===== src/rtl/charger_ctrl_pkg.sv =====
// Constants, register layouts and types for the input source controller.
// Assumes a 50 MHz system clock; limits are coded in 100 mA steps.
package charger_ctrl_pkg;

	// Clock and timing
	localparam int CLK_HZ        = 50_000_000;
	localparam int REG_DELAY_MS  = 220;
	localparam int REG_DELAY_CYC = REG_DELAY_MS * (CLK_HZ / 1000);
	localparam int STAGE_MS      = 10;
	localparam int STAGE_CYC     = STAGE_MS * (CLK_HZ / 1000);
	localparam int SOFT_MS       = 2;
	localparam int SOFT_CYC      = SOFT_MS * (CLK_HZ / 1000);
	localparam int STEP_MS       = 5;
	localparam int STEP_CYC      = STEP_MS * (CLK_HZ / 1000);
	localparam int CNT_W         = 24;

	// Register byte offsets
	localparam logic [7:0] ADR_CTRL   = 8'h00;
	localparam logic [7:0] ADR_CURLIM = 8'h04;
	localparam logic [7:0] ADR_VOLLIM = 8'h08;
	localparam logic [7:0] ADR_STATUS = 8'h0c;
	localparam logic [7:0] ADR_IRQ    = 8'h10;
	localparam logic [7:0] ADR_MASK   = 8'h14;

	// Current limit codes, 100 mA per step
	localparam int         LIM_W    = 6;
	localparam logic [5:0] LIM_500  = 6'h05;
	localparam logic [5:0] LIM_1A0  = 6'h0a;
	localparam logic [5:0] LIM_1A5  = 6'h0f;
	localparam logic [5:0] LIM_2A1  = 6'h15;
	localparam logic [5:0] LIM_2A4  = 6'h18;
	localparam logic [5:0] LIM_3A0  = 6'h1e;
	localparam logic [7:0] VLIM_RST = 8'h0e;

	// Source type codes
	localparam logic [2:0] SRC_NONE = 3'h0;
	localparam logic [2:0] SRC_SDP  = 3'h1;
	localparam logic [2:0] SRC_CDP  = 3'h2;
	localparam logic [2:0] SRC_DCP  = 3'h3;
	localparam logic [2:0] SRC_UNK  = 3'h5;
	localparam logic [2:0] SRC_DIV  = 3'h6;

	// Optimizer status codes
	localparam logic [1:0] OPT_OFF  = 2'h0;
	localparam logic [1:0] OPT_RUN  = 2'h1;
	localparam logic [1:0] OPT_DONE = 2'h2;

	// Interrupt status bits
	localparam int IRQ_W   = 3;
	localparam int IRQ_DET = 0;
	localparam int IRQ_OPT = 1;
	localparam int IRQ_PWR = 2;

	typedef struct packed {
		logic chargeEnable;
		logic dischargeSourceEnable;
		logic highImpedanceRequest;
		logic limitPinEnable;
		logic forceOptimizerBit;
		logic optimizerEnable;
		logic autoDetectionEnable;
		logic forceDetectionBit;
	} ctrl_t;
	localparam ctrl_t CTRL_RST = 8'h96;

	typedef struct packed {
		logic [9:0] zeroHi;
		logic [5:0] effectiveLimit;
		logic [1:0] zeroMid;
		logic [5:0] optimizerLimit;
		logic       highImpedanceMode;
		logic       regulatorOn;
		logic [1:0] optimizerStatus;
		logic       powerGoodFlag;
		logic [2:0] sourceTypeCode;
	} status_t;

	// Analog comparator results from the front end
	typedef struct packed {
		logic vbusPresent;
		logic vbusOvp;
		logic sourceGood;
		logic buckMode;
		logic dataContact;
		logic primaryHigh;
		logic secondaryHigh;
		logic dp2p8;
		logic dp2p0;
		logic dm2p8;
		logic dm2p0;
		logic batBelowSysMin;
		logic lightLoad;
		logic inVoltageLimit;
	} sense_t;

	typedef enum logic [4:0] {
		DET_IDLE = 5'b00001,
		DET_DCD  = 5'b00010,
		DET_PRI  = 5'b00100,
		DET_SEC  = 5'b01000,
		DET_FIN  = 5'b10000
	} det_state_t;

endpackage


===== src/rtl/input_source_ctrl.sv =====
// Input source detection, start-up gating and input current optimizer.
// Assumes comparator inputs are asynchronous and a classic Wishbone master.
// Overview of operation
// Detection runs contact, primary, then secondary stages
// Divider adapters map to 2.1A, 1A, 2.4A
// Detection completion pulses the interrupt output once
// Standard ports load 500mA/1.5A/3.0A and codes
// Dividers code 110; unknown adapter 500mA code 101
// Forced detection reruns, updates, then self-clears
// Regulator needs VBUS, source, detection, 220 ms
// Any failed condition keeps high impedance, regulator off
// Limit set: power good low, flags, soft-start
// Battery switch off at start if charging disabled
// Discharge source before charging, or by host bit
// Light load uses pulse-frequency control when allowed
// Optimizer enabled at reset; writing zero disables
// Optimizer auto-starts on DCP, or forced always
// Effective limit chooses optimizer or programmed, pin-clamped
// Optimizer flag set on every status change
// Optimizer seed: programmed limit or 500mA by battery
// Listed events restart optimizer, status back to 01
// Auto detection off skips run, keeps limit
module input_source_ctrl #(
	parameter int REG_DELAY_CYC = charger_ctrl_pkg::REG_DELAY_CYC,
	parameter int STAGE_CYC     = charger_ctrl_pkg::STAGE_CYC,
	parameter int SOFT_CYC      = charger_ctrl_pkg::SOFT_CYC,
	parameter int STEP_CYC      = charger_ctrl_pkg::STEP_CYC
) (
	// Clock and reset
	input  wire logic                     clk_sys,
	input  wire logic                     reset_n,
	// Wishbone slave
	input  wire logic                     cyc_i,
	input  wire logic                     stb_i,
	input  wire logic                     we_i,
	input  wire logic [7:0]               adr_i,
	input  wire logic [31:0]              dat_i,
	input  wire logic [3:0]               sel_i,
	output logic      [31:0]              dat_o,
	output logic                          ack_o,
	// Analog front end
	input  wire charger_ctrl_pkg::sense_t sense,
	input  wire logic [5:0]               externalLimitPin,
	// Power stage control
	output logic                          internalRegulator,
	output logic                          highImpedanceMode,
	output logic                          powerGood_n,
	output logic                          converterEnable,
	output logic                          softStart,
	output logic                          batterySwitch,
	output logic                          batteryDischargeSource,
	output logic                          pfmMode,
	output logic      [5:0]               effectiveLimit,
	// Host notification
	output logic                          intPulse,
	output logic                          irq
);

	localparam int CW = charger_ctrl_pkg::CNT_W;
	localparam logic [CW-1:0] DLY = CW'(REG_DELAY_CYC);
	localparam logic [CW-1:0] STG = CW'(STAGE_CYC - 1);
	localparam logic [CW-1:0] SFT = CW'(SOFT_CYC);
	localparam logic [CW-1:0] STP = CW'(STEP_CYC - 1);

	// Refuse counts the counters cannot hold
	if (REG_DELAY_CYC < 1 || REG_DELAY_CYC >= 2**CW || STAGE_CYC < 1 || STAGE_CYC >= 2**CW ||
		SOFT_CYC < 1 || SOFT_CYC >= 2**CW || STEP_CYC < 1 || STEP_CYC >= 2**CW) begin : g_bad
		$error("input_source_ctrl: count parameter out of range");
	end

	charger_ctrl_pkg::sense_t     syncA_r, s;
	logic [5:0]                   extA_r, extLim;
	charger_ctrl_pkg::ctrl_t      ctrl_r, ctrlNxt, ctrlWr;
	charger_ctrl_pkg::status_t    statusWord;
	charger_ctrl_pkg::det_state_t det_r, detNxt;
	logic [5:0]                   inputCurrentLimit_r, curLimNxt, resLim_r, resLimNxt;
	logic [7:0]                   inputVoltageLimit_r;
	logic [2:0]                   sourceTypeCode_r, resCode_r, resCodeNxt;
	logic [5:0]                   optimizerLimit_r, optLimNxt, divLim, baseLim;
	logic [1:0]                   optimizerStatus_r, optStatNxt;
	logic [CW-1:0]                stgCnt_r, dlyCnt_r, softCnt_r, stepCnt_r;
	logic [charger_ctrl_pkg::IRQ_W-1:0] irqStat_r, irqNxt, irqEv, mask_r;
	logic [31:0]                  rdMux;
	logic                         ack_r, detDone_r, highZPrev_r, ovpPrev_r;
	logic                         req, wrEn, rdEn, hitCtrl, hitCur, hitVol, hitStat, hitIrq;
	logic                         hitMask, wrCtrl, wrCur, curChg, volChg, stageEnd, stepEnd;
	logic                         vbusUp, needRun, detGo, detSkip, detFin, isDiv;
	logic                         vbusOk, regCond, convNxt, softRun, optStart, autoDcp;
	logic                         highZToggle, ovpRise;

	// Two-stage synchronisers for the analog comparators and pin code
	always_ff @(posedge clk_sys or negedge reset_n) begin
		if (!reset_n) begin
			syncA_r <= '0;
			s       <= '0;
			extA_r  <= '1; // Clamp open until the pin code arrives
			extLim  <= '1;
		end else begin
			syncA_r <= sense;
			s       <= syncA_r;
			extA_r  <= externalLimitPin;
			extLim  <= extA_r;
		end
	end

	// Bus decode; access takes effect on the edge that sees ack
	assign req     = cyc_i & stb_i;
	assign wrEn    = req & ack_r & we_i & sel_i[0];
	assign rdEn    = req & ack_r & ~we_i;
	assign hitCtrl = adr_i == charger_ctrl_pkg::ADR_CTRL;
	assign hitCur  = adr_i == charger_ctrl_pkg::ADR_CURLIM;
	assign hitVol  = adr_i == charger_ctrl_pkg::ADR_VOLLIM;
	assign hitStat = adr_i == charger_ctrl_pkg::ADR_STATUS;
	assign hitIrq  = adr_i == charger_ctrl_pkg::ADR_IRQ;
	assign hitMask = adr_i == charger_ctrl_pkg::ADR_MASK;
	assign wrCtrl  = wrEn & hitCtrl;
	assign wrCur   = wrEn & hitCur;
	assign ctrlWr  = dat_i[7:0];
	assign curChg  = wrCur & (dat_i[5:0] != inputCurrentLimit_r);
	assign volChg  = wrEn & hitVol & (dat_i[7:0] != inputVoltageLimit_r);
	assign ack_o   = ack_r;

	// Status word seen by software
	assign statusWord = '{zeroHi: 10'h000, effectiveLimit: effectiveLimit, zeroMid: 2'h0,
		optimizerLimit: optimizerLimit_r, highImpedanceMode: highImpedanceMode,
		regulatorOn: internalRegulator, optimizerStatus: optimizerStatus_r,
		powerGoodFlag: converterEnable, sourceTypeCode: sourceTypeCode_r};

	// Read selection; unmapped offsets read zero
	assign rdMux = hitCtrl ? {24'h000000, ctrl_r} :
		hitCur  ? {26'h0, inputCurrentLimit_r} :
		hitVol  ? {24'h000000, inputVoltageLimit_r} :
		hitStat ? statusWord :
		hitIrq  ? {29'h0, irqStat_r} :
		hitMask ? {29'h0, mask_r} : 32'h00000000;

	// Bus handshake and read data
	always_ff @(posedge clk_sys or negedge reset_n) begin
		if (!reset_n) begin
			ack_r <= 1'b0;
			dat_o <= 32'h00000000;
		end else begin
			ack_r <= req & ~ack_r;
			if (req & ~ack_r)
				dat_o <= rdMux;
		end
	end

	// Detection launch conditions
	assign vbusUp  = s.vbusPresent & s.sourceGood & ~s.vbusOvp;
	assign needRun = vbusUp & (~detDone_r | ctrl_r.forceDetectionBit);
	assign detGo   = (det_r == charger_ctrl_pkg::DET_IDLE) & needRun &
		(ctrl_r.autoDetectionEnable | ctrl_r.forceDetectionBit);
	assign detSkip = (det_r == charger_ctrl_pkg::DET_IDLE) & needRun &
		~ctrl_r.autoDetectionEnable & ~ctrl_r.forceDetectionBit;
	assign detFin   = det_r == charger_ctrl_pkg::DET_FIN;
	assign stageEnd = stgCnt_r == STG;

	// Divider adapter classification
	assign isDiv  = (s.dp2p8 & s.dm2p8) | (s.dp2p8 & s.dm2p0) | (s.dp2p0 & s.dm2p8);
	assign divLim = (s.dp2p8 & s.dm2p8) ? charger_ctrl_pkg::LIM_2A4 :
		(s.dp2p8 & s.dm2p0) ? charger_ctrl_pkg::LIM_2A1 :
		(s.dp2p0 & s.dm2p8) ? charger_ctrl_pkg::LIM_1A0 : charger_ctrl_pkg::LIM_500;

	// Detection sequence
	always_comb begin
		detNxt     = det_r;
		resLimNxt  = resLim_r;
		resCodeNxt = resCode_r;
		case (det_r)
			charger_ctrl_pkg::DET_IDLE: begin
				if (detGo)
					detNxt = charger_ctrl_pkg::DET_DCD;
			end
			charger_ctrl_pkg::DET_DCD: begin
				if (stageEnd && s.dataContact) begin
					detNxt = charger_ctrl_pkg::DET_PRI;
				end else if (stageEnd) begin
					detNxt     = charger_ctrl_pkg::DET_FIN;
					resLimNxt  = divLim;
					resCodeNxt = isDiv ? charger_ctrl_pkg::SRC_DIV : charger_ctrl_pkg::SRC_UNK;
				end
			end
			charger_ctrl_pkg::DET_PRI: begin
				if (stageEnd && s.primaryHigh) begin
					detNxt = charger_ctrl_pkg::DET_SEC;
				end else if (stageEnd) begin
					detNxt     = charger_ctrl_pkg::DET_FIN;
					resLimNxt  = charger_ctrl_pkg::LIM_500;
					resCodeNxt = charger_ctrl_pkg::SRC_SDP;
				end
			end
			charger_ctrl_pkg::DET_SEC: begin
				if (stageEnd) begin
					detNxt     = charger_ctrl_pkg::DET_FIN;
					resLimNxt  = s.secondaryHigh ? charger_ctrl_pkg::LIM_3A0 :
						charger_ctrl_pkg::LIM_1A5;
					resCodeNxt = s.secondaryHigh ? charger_ctrl_pkg::SRC_DCP :
						charger_ctrl_pkg::SRC_CDP;
				end
			end
			charger_ctrl_pkg::DET_FIN: detNxt = charger_ctrl_pkg::DET_IDLE;
			default: detNxt = charger_ctrl_pkg::DET_IDLE;
		endcase
		if (!s.vbusPresent)
			detNxt = charger_ctrl_pkg::DET_IDLE;
	end

	// Detection state, stage timer and results
	always_ff @(posedge clk_sys or negedge reset_n) begin
		if (!reset_n) begin
			det_r     <= charger_ctrl_pkg::DET_IDLE;
			stgCnt_r  <= '0;
			resLim_r  <= charger_ctrl_pkg::LIM_500;
			resCode_r <= charger_ctrl_pkg::SRC_NONE;
			detDone_r <= 1'b0;
			intPulse  <= 1'b0;
		end else begin
			det_r     <= detNxt;
			stgCnt_r  <= (detNxt != det_r) ? '0 : stgCnt_r + 1'b1;
			resLim_r  <= resLimNxt;
			resCode_r <= resCodeNxt;
			detDone_r <= s.vbusPresent & (detDone_r | detFin | detSkip);
			intPulse  <= detFin;
		end
	end

	// Control register: hardware clears self-clearing bits, a write of 1 wins
	always_comb begin
		ctrlNxt = ctrl_r;
		if (wrCtrl)
			ctrlNxt = ctrlWr;
		if (detFin && !(wrCtrl && ctrlWr.forceDetectionBit))
			ctrlNxt.forceDetectionBit = 1'b0;
		if ((optStart || !ctrl_r.optimizerEnable) && !(wrCtrl && ctrlWr.forceOptimizerBit))
			ctrlNxt.forceOptimizerBit = 1'b0;
	end

	// Programmed limit: detection result loads, a host write follows it
	always_comb begin
		curLimNxt = inputCurrentLimit_r;
		if (detFin)
			curLimNxt = resLim_r;
		if (wrCur)
			curLimNxt = dat_i[5:0];
	end

	// Software registers
	always_ff @(posedge clk_sys or negedge reset_n) begin
		if (!reset_n) begin
			ctrl_r              <= charger_ctrl_pkg::CTRL_RST;
			inputCurrentLimit_r <= charger_ctrl_pkg::LIM_500;
			inputVoltageLimit_r <= charger_ctrl_pkg::VLIM_RST;
			mask_r              <= '0;
			sourceTypeCode_r    <= charger_ctrl_pkg::SRC_NONE;
		end else begin
			ctrl_r              <= ctrlNxt;
			inputCurrentLimit_r <= curLimNxt;
			if (wrEn && hitVol)
				inputVoltageLimit_r <= dat_i[7:0];
			if (wrEn && hitMask)
				mask_r <= dat_i[charger_ctrl_pkg::IRQ_W-1:0];
			if (!s.vbusPresent)
				sourceTypeCode_r <= charger_ctrl_pkg::SRC_NONE;
			else if (detFin)
				sourceTypeCode_r <= resCode_r;
		end
	end

	// Start-up gating of regulator and converter
	assign vbusOk  = s.buckMode ? ~s.vbusPresent : s.vbusPresent;
	assign regCond = vbusOk & s.sourceGood & ~s.vbusOvp & detDone_r &
		~ctrl_r.highImpedanceRequest;
	assign convNxt = internalRegulator & detDone_r & ~s.buckMode;
	assign softRun = converterEnable & (softCnt_r != SFT);
	assign softStart = softRun;

	// Delay, soft-start and power stage outputs
	always_ff @(posedge clk_sys or negedge reset_n) begin
		if (!reset_n) begin
			dlyCnt_r               <= '0;
			softCnt_r              <= '0;
			internalRegulator      <= 1'b0;
			highImpedanceMode      <= 1'b1;
			converterEnable        <= 1'b0;
			powerGood_n            <= 1'b1;
			batterySwitch          <= 1'b1;
			batteryDischargeSource <= 1'b0;
			pfmMode                <= 1'b0;
		end else begin
			dlyCnt_r  <= !regCond ? '0 : (dlyCnt_r == DLY) ? dlyCnt_r : dlyCnt_r + 1'b1;
			softCnt_r <= !converterEnable ? '0 : softRun ? softCnt_r + 1'b1 : softCnt_r;
			internalRegulator      <= regCond & (dlyCnt_r == DLY);
			highImpedanceMode      <= ~(regCond & (dlyCnt_r == DLY));
			converterEnable        <= convNxt;
			powerGood_n            <= ~convNxt;
			batterySwitch          <= ~(convNxt & ~ctrl_r.chargeEnable);
			batteryDischargeSource <= ctrl_r.dischargeSourceEnable |
				(softRun & ctrl_r.chargeEnable);
			pfmMode <= convNxt & s.lightLoad & (s.batBelowSysMin | ~ctrl_r.chargeEnable);
		end
	end

	// Optimizer start and restart events
	assign highZToggle = ctrl_r.highImpedanceRequest ^ highZPrev_r;
	assign ovpRise  = s.vbusOvp & ~ovpPrev_r;
	assign autoDcp  = detFin & (resCode_r == charger_ctrl_pkg::SRC_DCP);
	assign optStart = ctrl_r.optimizerEnable & (detDone_r | detFin) &
		(ctrl_r.forceOptimizerBit | autoDcp | highZToggle | curChg | volChg | ovpRise);
	assign stepEnd  = stepCnt_r == STP;

	// Optimizer search
	always_comb begin
		optStatNxt = optimizerStatus_r;
		optLimNxt  = optimizerLimit_r;
		if (!ctrl_r.optimizerEnable) begin
			optStatNxt = charger_ctrl_pkg::OPT_OFF;
		end else if (optStart) begin
			optStatNxt = charger_ctrl_pkg::OPT_RUN;
			optLimNxt  = s.batBelowSysMin ? inputCurrentLimit_r : charger_ctrl_pkg::LIM_500;
		end else if (optimizerStatus_r == charger_ctrl_pkg::OPT_RUN && stepEnd) begin
			if (s.inVoltageLimit) begin
				if (optimizerLimit_r > charger_ctrl_pkg::LIM_500)
					optLimNxt = optimizerLimit_r - 6'h01;
				optStatNxt = charger_ctrl_pkg::OPT_DONE;
			end else if (optimizerLimit_r < inputCurrentLimit_r) begin
				optLimNxt = optimizerLimit_r + 6'h01;
			end else begin
				optStatNxt = charger_ctrl_pkg::OPT_DONE;
			end
		end
	end

	// Effective limit: optimizer or programmed, then pin clamp
	assign baseLim = ctrl_r.optimizerEnable ? optimizerLimit_r : inputCurrentLimit_r;
	always_ff @(posedge clk_sys or negedge reset_n) begin
		if (!reset_n) begin
			optimizerStatus_r <= charger_ctrl_pkg::OPT_OFF;
			optimizerLimit_r  <= charger_ctrl_pkg::LIM_500;
			stepCnt_r         <= '0;
			highZPrev_r       <= 1'b0;
			ovpPrev_r         <= 1'b0;
			effectiveLimit    <= charger_ctrl_pkg::LIM_500;
		end else begin
			optimizerStatus_r <= optStatNxt;
			optimizerLimit_r  <= optLimNxt;
			stepCnt_r   <= (optStart || stepEnd) ? '0 : stepCnt_r + 1'b1;
			highZPrev_r <= ctrl_r.highImpedanceRequest;
			ovpPrev_r   <= s.vbusOvp;
			effectiveLimit <= (ctrl_r.limitPinEnable && extLim < baseLim) ? extLim : baseLim;
		end
	end

	// Sticky events; a read clears, a new event in that cycle wins
	always_comb begin
		irqEv = '0;
		irqEv[charger_ctrl_pkg::IRQ_DET] = detFin;
		irqEv[charger_ctrl_pkg::IRQ_OPT] = optStatNxt != optimizerStatus_r;
		irqEv[charger_ctrl_pkg::IRQ_PWR] = convNxt & ~converterEnable;
		irqNxt = ((rdEn && hitIrq) ? '0 : irqStat_r) | irqEv;
	end
	always_ff @(posedge clk_sys or negedge reset_n) begin
		if (!reset_n)
			irqStat_r <= '0;
		else
			irqStat_r <= irqNxt;
	end
	assign irq = |(irqStat_r & mask_r);
endmodule


===== config.mk =====
export PLATFORM = sky130hd
export DESIGN_NAME = input_source_ctrl
export DESIGN_NICKNAME = d
export VERILOG_FILES = /design/src/rtl/charger_ctrl_pkg.sv /design/src/rtl/input_source_ctrl.sv
export SDC_FILE = /design/constraint.sdc
export NUM_CORES = 1
export LEC_CHECK = 0
export ABC_AREA = 0
export ABC_CLOCK_PERIOD_IN_PS = 5200
export BUFFER_PORTS_ARGS = -buffer_cell sky130_fd_sc_hd__clkbuf_2
export CAP_MARGIN = 20
export CORE_MARGIN = 4
export CORE_UTILIZATION = 30
export CTS_CLUSTER_SIZE = 30
export DETAILED_ROUTE_END_ITERATION = 16
export PLACE_DENSITY = 0.46
export SLEW_MARGIN = 20
export SYNTH_ARGS = -nofsm -noshare
export SYNTH_HDL_FRONTEND = slang
export SYNTH_SLANG_ARGS = --single-unit

===== constraint.sdc =====
create_clock -name clk_sys -period 5.2 [get_ports clk_sys]
set_clock_uncertainty 0.2 [all_clocks]
set_input_delay 1.04 -clock clk_sys [delete_from_list [all_inputs] [get_ports clk_sys]]
set_output_delay 1.04 -clock clk_sys [all_outputs]
set_load 0.005 [all_outputs]

=== Word-level counts from Yosys, hierarchy flattened ===
Index checks and enable logic that the tools add are counted.

* Register bits after elaboration: 239
* Input bits: 69
* Logic and storage cells: 258

* Add/subtract/negate cells: 6
* Magnitude comparators: 3
* Equal/unequal tests: 29
* Muxes and demuxes: 58
* Bitwise logic cells: 70
* Reduce and logical (&&, ||, !) cells: 26

{| class="wikitable"
|+ Operator list
! kind !! number
|-
| $mux W24 || 6
|-
| $add A24 B1 Y24 const B || 4
|-
| $mux W6 || 15
|-
| $mux W22 || 4
|-
| $mux W5 || 8
|-
| $and A1 B1 Y1 || 39
|-
| $mux W3 || 10
|-
| $eq A24 B18 Y1 const B || 1
|-
| $eq A24 B19 Y1 const B || 1
|-
| $eq A24 B24 Y1 const B || 1
|-
| $ne A24 B17 Y1 const B || 1
|-
| $pmux W5 S4 || 1
|-
| $pmux W6 S3 || 1
|-
| $eq A8 B4 Y1 const B || 2
|-
| $eq A8 B5 Y1 const B || 2
|-
| $not A1 Y1 || 15
|-
| $or A1 B1 Y1 || 13
|-
| $lt A6 B6 Y1 || 2
|-
| $mux W2 || 6
|-
| $ne A2 B2 Y1 const B || 6
|-
| $logic_and A1 B1 Y1 || 11
|-
| $pmux W3 S3 || 1
|-
| $eq A8 B3 Y1 const B || 1
|-
| $logic_not A8 Y1 || 1
|-
| other kinds (28) || 40
|}

=== Depth between registers and ports, before layout ===
* Depth in word-level cells: 14
* Gate-level depth with buffers: 9
* Gate-level depth less buffers: 8

=== Worst setup path before layout ===
No wires, ideal clock.

* Path kind: input-to-reg
* Start point: input port adr_i[1]
* End point: register ctrl_r[6] (netlist bit)
* Data arrival time: 2738 ps
* Data required time: 4875 ps
* Slack: 2137 ps
* Stages: 5
* Cell sequence: or4_4 or3_4 or3_4 buf_6 mux2_4

* Longest elaborated chain between the ends: 2

{| class="wikitable"
|+ Ends and longest elaborated chain
! item !! line !! text
|-
| start, declared || input_source_ctrl.sv:36 || <nowiki>input wire logic [7:0] adr_i,</nowiki>
|-
| $logic_not A8 Y1 || input_source_ctrl.sv:110 || <nowiki>assign hitCtrl = adr_i == charger_ctrl_pkg::ADR_CTRL;</nowiki>
|-
| $and A1 B1 Y1 || input_source_ctrl.sv:116 || <nowiki>assign wrCtrl = wrEn & hitCtrl;</nowiki>
|-
| end signal, assigned || input_source_ctrl.sv:251 || <nowiki>ctrl_r <= charger_ctrl_pkg::CTRL_RST;</nowiki>
|-
| end signal, assigned || input_source_ctrl.sv:257 || <nowiki>ctrl_r <= ctrlNxt;</nowiki>
|-
| end, declared || input_source_ctrl.sv:73 || <nowiki>charger_ctrl_pkg::ctrl_t ctrl_r, ctrlNxt, ctrlWr;</nowiki>
|}

Every way passes these cells.
A chain may end at the register's enable or synchronous reset.

=== Worst setup path after layout ===
* Start point: input port adr_i[2]
* End point: register stepCnt_r[20]

* Longest elaborated chain between the ends: 9
* Elaborated cells between the ends (all ways): 12
* Classes of those cells: 2 x eq/ne; 1 x mux; 8 x bitwise; 1 x reduce/logical

{| class="wikitable"
|+ Ends and longest elaborated chain
! item !! line !! text
|-
| $eq A8 B3 Y1 || input_source_ctrl.sv:111 || <nowiki>assign hitCur = adr_i == charger_ctrl_pkg::ADR_CURLIM;</nowiki>
|-
| $and A1 B1 Y1 || input_source_ctrl.sv:117 || <nowiki>assign wrCur = wrEn & hitCur;</nowiki>
|-
| $and A1 B1 Y1 || input_source_ctrl.sv:119 || <nowiki>assign curChg = wrCur & (dat_i[5:0] != inputCurrentLimit_r);</nowiki>
|-
| $or A1 B1 Y1 || input_source_ctrl.sv:309 || <nowiki>(ctrl_r.forceOptimizerBit | autoDcp | highZToggle | curChg | volChg | ovpRise);</nowiki>
|-
| $or A1 B1 Y1 * (2 in series) || input_source_ctrl.sv:309 ||
|-
| $and A1 B1 Y1 * || input_source_ctrl.sv:308 || <nowiki>assign optStart = ctrl_r.optimizerEnable & (detDone_r | detFin) &</nowiki>
|-
| $logic_or A1 B1 Y1 * || input_source_ctrl.sv:347 || <nowiki>stepCnt_r <= (optStart || stepEnd) ? '0 : stepCnt_r + 1'b1;</nowiki>
|-
| $mux W24 * || input_source_ctrl.sv:347 ||
|-
| end signal, assigned || input_source_ctrl.sv:347 ||
|-
| end, declared || input_source_ctrl.sv:81 || <nowiki>logic [CW-1:0] stgCnt_r, dlyCnt_r, softCnt_r, stepCnt_r;</nowiki>
|}

Mark *: on every way between the ends. The rest lies on a longest branch, timed or not.

==> results.cfg <==
[min_path]
hp-class = reg -> reg
min_path_cells = 0
min_from = syncA_r[10]
hold_end = s[10]

[final_layout]
diodes = 0
nets = 1205
drive_gt1_frac = 0.163
fill_cells = 3640
area.growth.synth_to_final_pct = 16.3
fin_area_um2 = 12600
fin_cells = 1596

[clocking]
tritoncts = done
cts_setup_buffers = 0
insertion_delay_ns = 0.53
cts_resized = 0
cts_root_buffer = clkbuf_16
clock-sinks = 226
cts-htree-levels = 1
hold_buffers = 0
numCtsBuffers = 26
clkSlewWorstSetupHoldPaths_ns = 0.06
clockBufferDepth = 3

[global_route]
grt_pass1_vias = 7538
antenna_found_initial = 2
overflow = 0
grt_max_degree = 116
grt_util_all_layers = 0.128
grt_first_pass_wirelength_mm = 41.4

[place]
portBuffers = 78
postPlaceCellArea_um2 = 11700
place.detailed.hpwl_mm = 17.5
place.gp.congestion = 0.764
dp_slack_ns = 1.14
place_inst = 1548

[route]
antenna_left = 0
met3_length_um = 863
met2_length_mm = 10.9
routed.top_layer = met5
viasPerCell = 4.68
wl_met1_mm = 12.5
drc = 0
routed-via-count = 7466
firstDrtPassIters = 4
wl_mm = 24.9
detail_route.iter0.violations = 383
wl_per_cell_um = 15.6

[timing]
setup_violations = 0
finalCritPeriodShare = 0.664
rsz0062_at_grt = false
maxClockFrequency_ghz = 0.290
hold_viol = 0
drv_slew = 0
tns_ns = 0
tightest_slew_ns = 1.01
slew-limit-headroom = 0.314
setup_slack_ns = 1.75
min_period_ns = 3.45

[worst_setup_path]
critPathLaunchType = input port
cp-end-kind = register
arrival_ns = 3.66
reg2regPathDepth = 7
worst_r2r_endpoint = stepCnt_r[20]
cp_max_fo = 25
r2r_setup_slack_ns = 1.91
cp_data_required_time_ns = 5.41
reg2reg_from = det_r[0]
crit_type = in -> reg

[floorplanning]
io_pins = 118
core-area_um2 = 35600
die_w_um = 198
die_area_um2 = 39100
rows = 69
start_util = 0.304
die_y_um = 198

[yosys]
yosys_warnings = 0
syn_inst = 1032
synth-edff-count = 0
syn_avg_cell_area_um2 = 10.5
yosys-top-cells-area = dfrtp_1, dfstp_2, xor2_1, nor2_1, xnor2_1
yosysUniqueCellTypes = 72
synth_seq_cells = 226
async_reset_ff_frac = 1.00
synth_most_common_cell = dfrtp_1
synth_top_flop_cell = dfrtp_1
synth-seq-area-share = 0.527
yosysTopAreaCellShare = 0.451
syn_area_um2 = 10800
synth_area_leader_cell = dfrtp_1
synth_common_cells = dfrtp_1, nor2_1, nand2_1

[power_and_ir_drop]
powerDensity_nw_per_um2 = 316
ir_drop_mv = 0.263
p_leak_nw = 5.65
power_mw = 3.98

[run_status]
status = completed

[job]
maxCapViolCount = 0
[worst max-delay path, cell delays in order]
cell	delay, ns
clkbuf_2	0.43
and4b_1	0.30
nand4_1	0.51
a211oi_1	0.65
o31ai_4	0.22
o21ai_1	0.13
buf_4	0.28
nor2b_1	0.09
[final cells by class]
| cell class | count | area (um^2) | share of cell area |
|---|---|---|---|
| inverters | 42 | 158 | 0.0125 |
| clock inverters | 8 | 95.1 | 0.00756 |
| clock buffers | 40 | 805 | 0.0639 |
| well taps | 461 | 577 | 0.0458 |
| multi-input cells | 734 | 4790 | 0.381 |
| repair buffers | 85 | 465 | 0.0370 |
| flip-flops and latches | 226 | 5690 | 0.453 |
[through the flow]
stage               hold WS [ns]   util
global route               0.154  0.354
global placement           0.134  0.328
CTS                        0.148  0.353
detailed placement         0.135  0.328
finish                     0.147  0.354
floorplan                  0.131      -
[sequential cells by signal, summed over array words and instances (netlist names), 8 cells and up]
name and flops:
syncA_r 14, stgCnt_r 24, inputVoltageLimit_r 8, softCnt_r 24
dlyCnt_r 24, dat_o 20, s 14, ctrl_r 8
stepCnt_r 24
[layout by cell type, fill, tap and decap left out, types with 5 or more instances in the layout]
| cell type | netlist | layout |
|---|---|---|
| dfrtp_1 | 195 | 195 |
| nor2_1 | 123 | 123 |
| nand2_1 | 78 | 78 |
| clkbuf_2 | 0 | 77 |
| xor2_1 | 59 | 59 |
| xnor2_1 | 48 | 48 |
| inv_1 | 41 | 41 |
| nand3_1 | 36 | 36 |
| nand4_1 | 33 | 33 |
| a21oi_1 | 32 | 32 |
| mux2i_1 | 32 | 32 |
| o21ai_0 | 31 | 31 |
| dfstp_2 | 31 | 31 |
| clkbuf_16 | 0 | 27 |
| nor4_1 | 21 | 21 |
| nor3_1 | 21 | 21 |
| and2_1 | 21 | 21 |
| ha_1 | 20 | 20 |
| nor2b_1 | 18 | 18 |
| a22o_1 | 15 | 15 |
| or3_1 | 12 | 12 |
| conb_1 | 1 | 12 |
| mux2_2 | 8 | 8 |
| a22oi_1 | 8 | 8 |
| clkbuf_8 | 0 | 8 |
| and3_1 | 7 | 7 |
| and4_1 | 7 | 7 |
| nor4b_1 | 6 | 6 |
| buf_4 | 15 | 6 |
| nand3b_1 | 5 | 5 |
| a31oi_1 | 5 | 5 |
| nand2b_1 | 5 | 5 |
| o21a_1 | 5 | 5 |
| a21o_1 | 5 | 5 |
| clkbuf_1 | 18 | 5 |
[report_power, final]
part / switching [mW] / leakage (nW) / internal (mW) / total, mW
clock network: 0.730 / 0.440 / 1.16 / 1.89
logic: 0.121 / 2.33 / 0.0790 / 0.200
registers: 0.0654 / 2.88 / 1.82 / 1.89
[cells by family after synthesis]
family | Yosys count | synth area share
flip-flops | 226 | 0.527
AO/OA/AOI/OAI | 138 | 0.0868
other | 1 | 0.000347
multiplexers | 44 | 0.0435
AND/OR/NAND/NOR | 412 | 0.196
buffers and inverters | 83 | 0.0353
XOR/XNOR | 107 | 0.0867
adder cells (fa/ha/maj) | 21 | 0.0250
[metal layers]
layer	global-route usage	vias to the layer above
li1	-	3746
met1	0.184	3574
met2	0.202	99
met3	0.0211	43
met4	0.0349	4
met5	0	-
[how the worst max path moves through the flow]
| stage | start | to | cells past startpoint |
|---|---|---|---|
| after global routing | adr_i[2] | stepCnt_r[19] | 8 |
| after global placement | adr_i[2] | stepCnt_r[20] | 8 |
| after floorplan | adr_i[1] | ctrl_r[6] | 5 |
| after detailed placement | adr_i[2] | stepCnt_r[20] | 8 |
| after CTS | det_r[0] | stepCnt_r[20] | 7 |
| final | adr_i[2] | stepCnt_r[20] | 8 |
No activity file was read; power rests on OpenSTA's default activity.
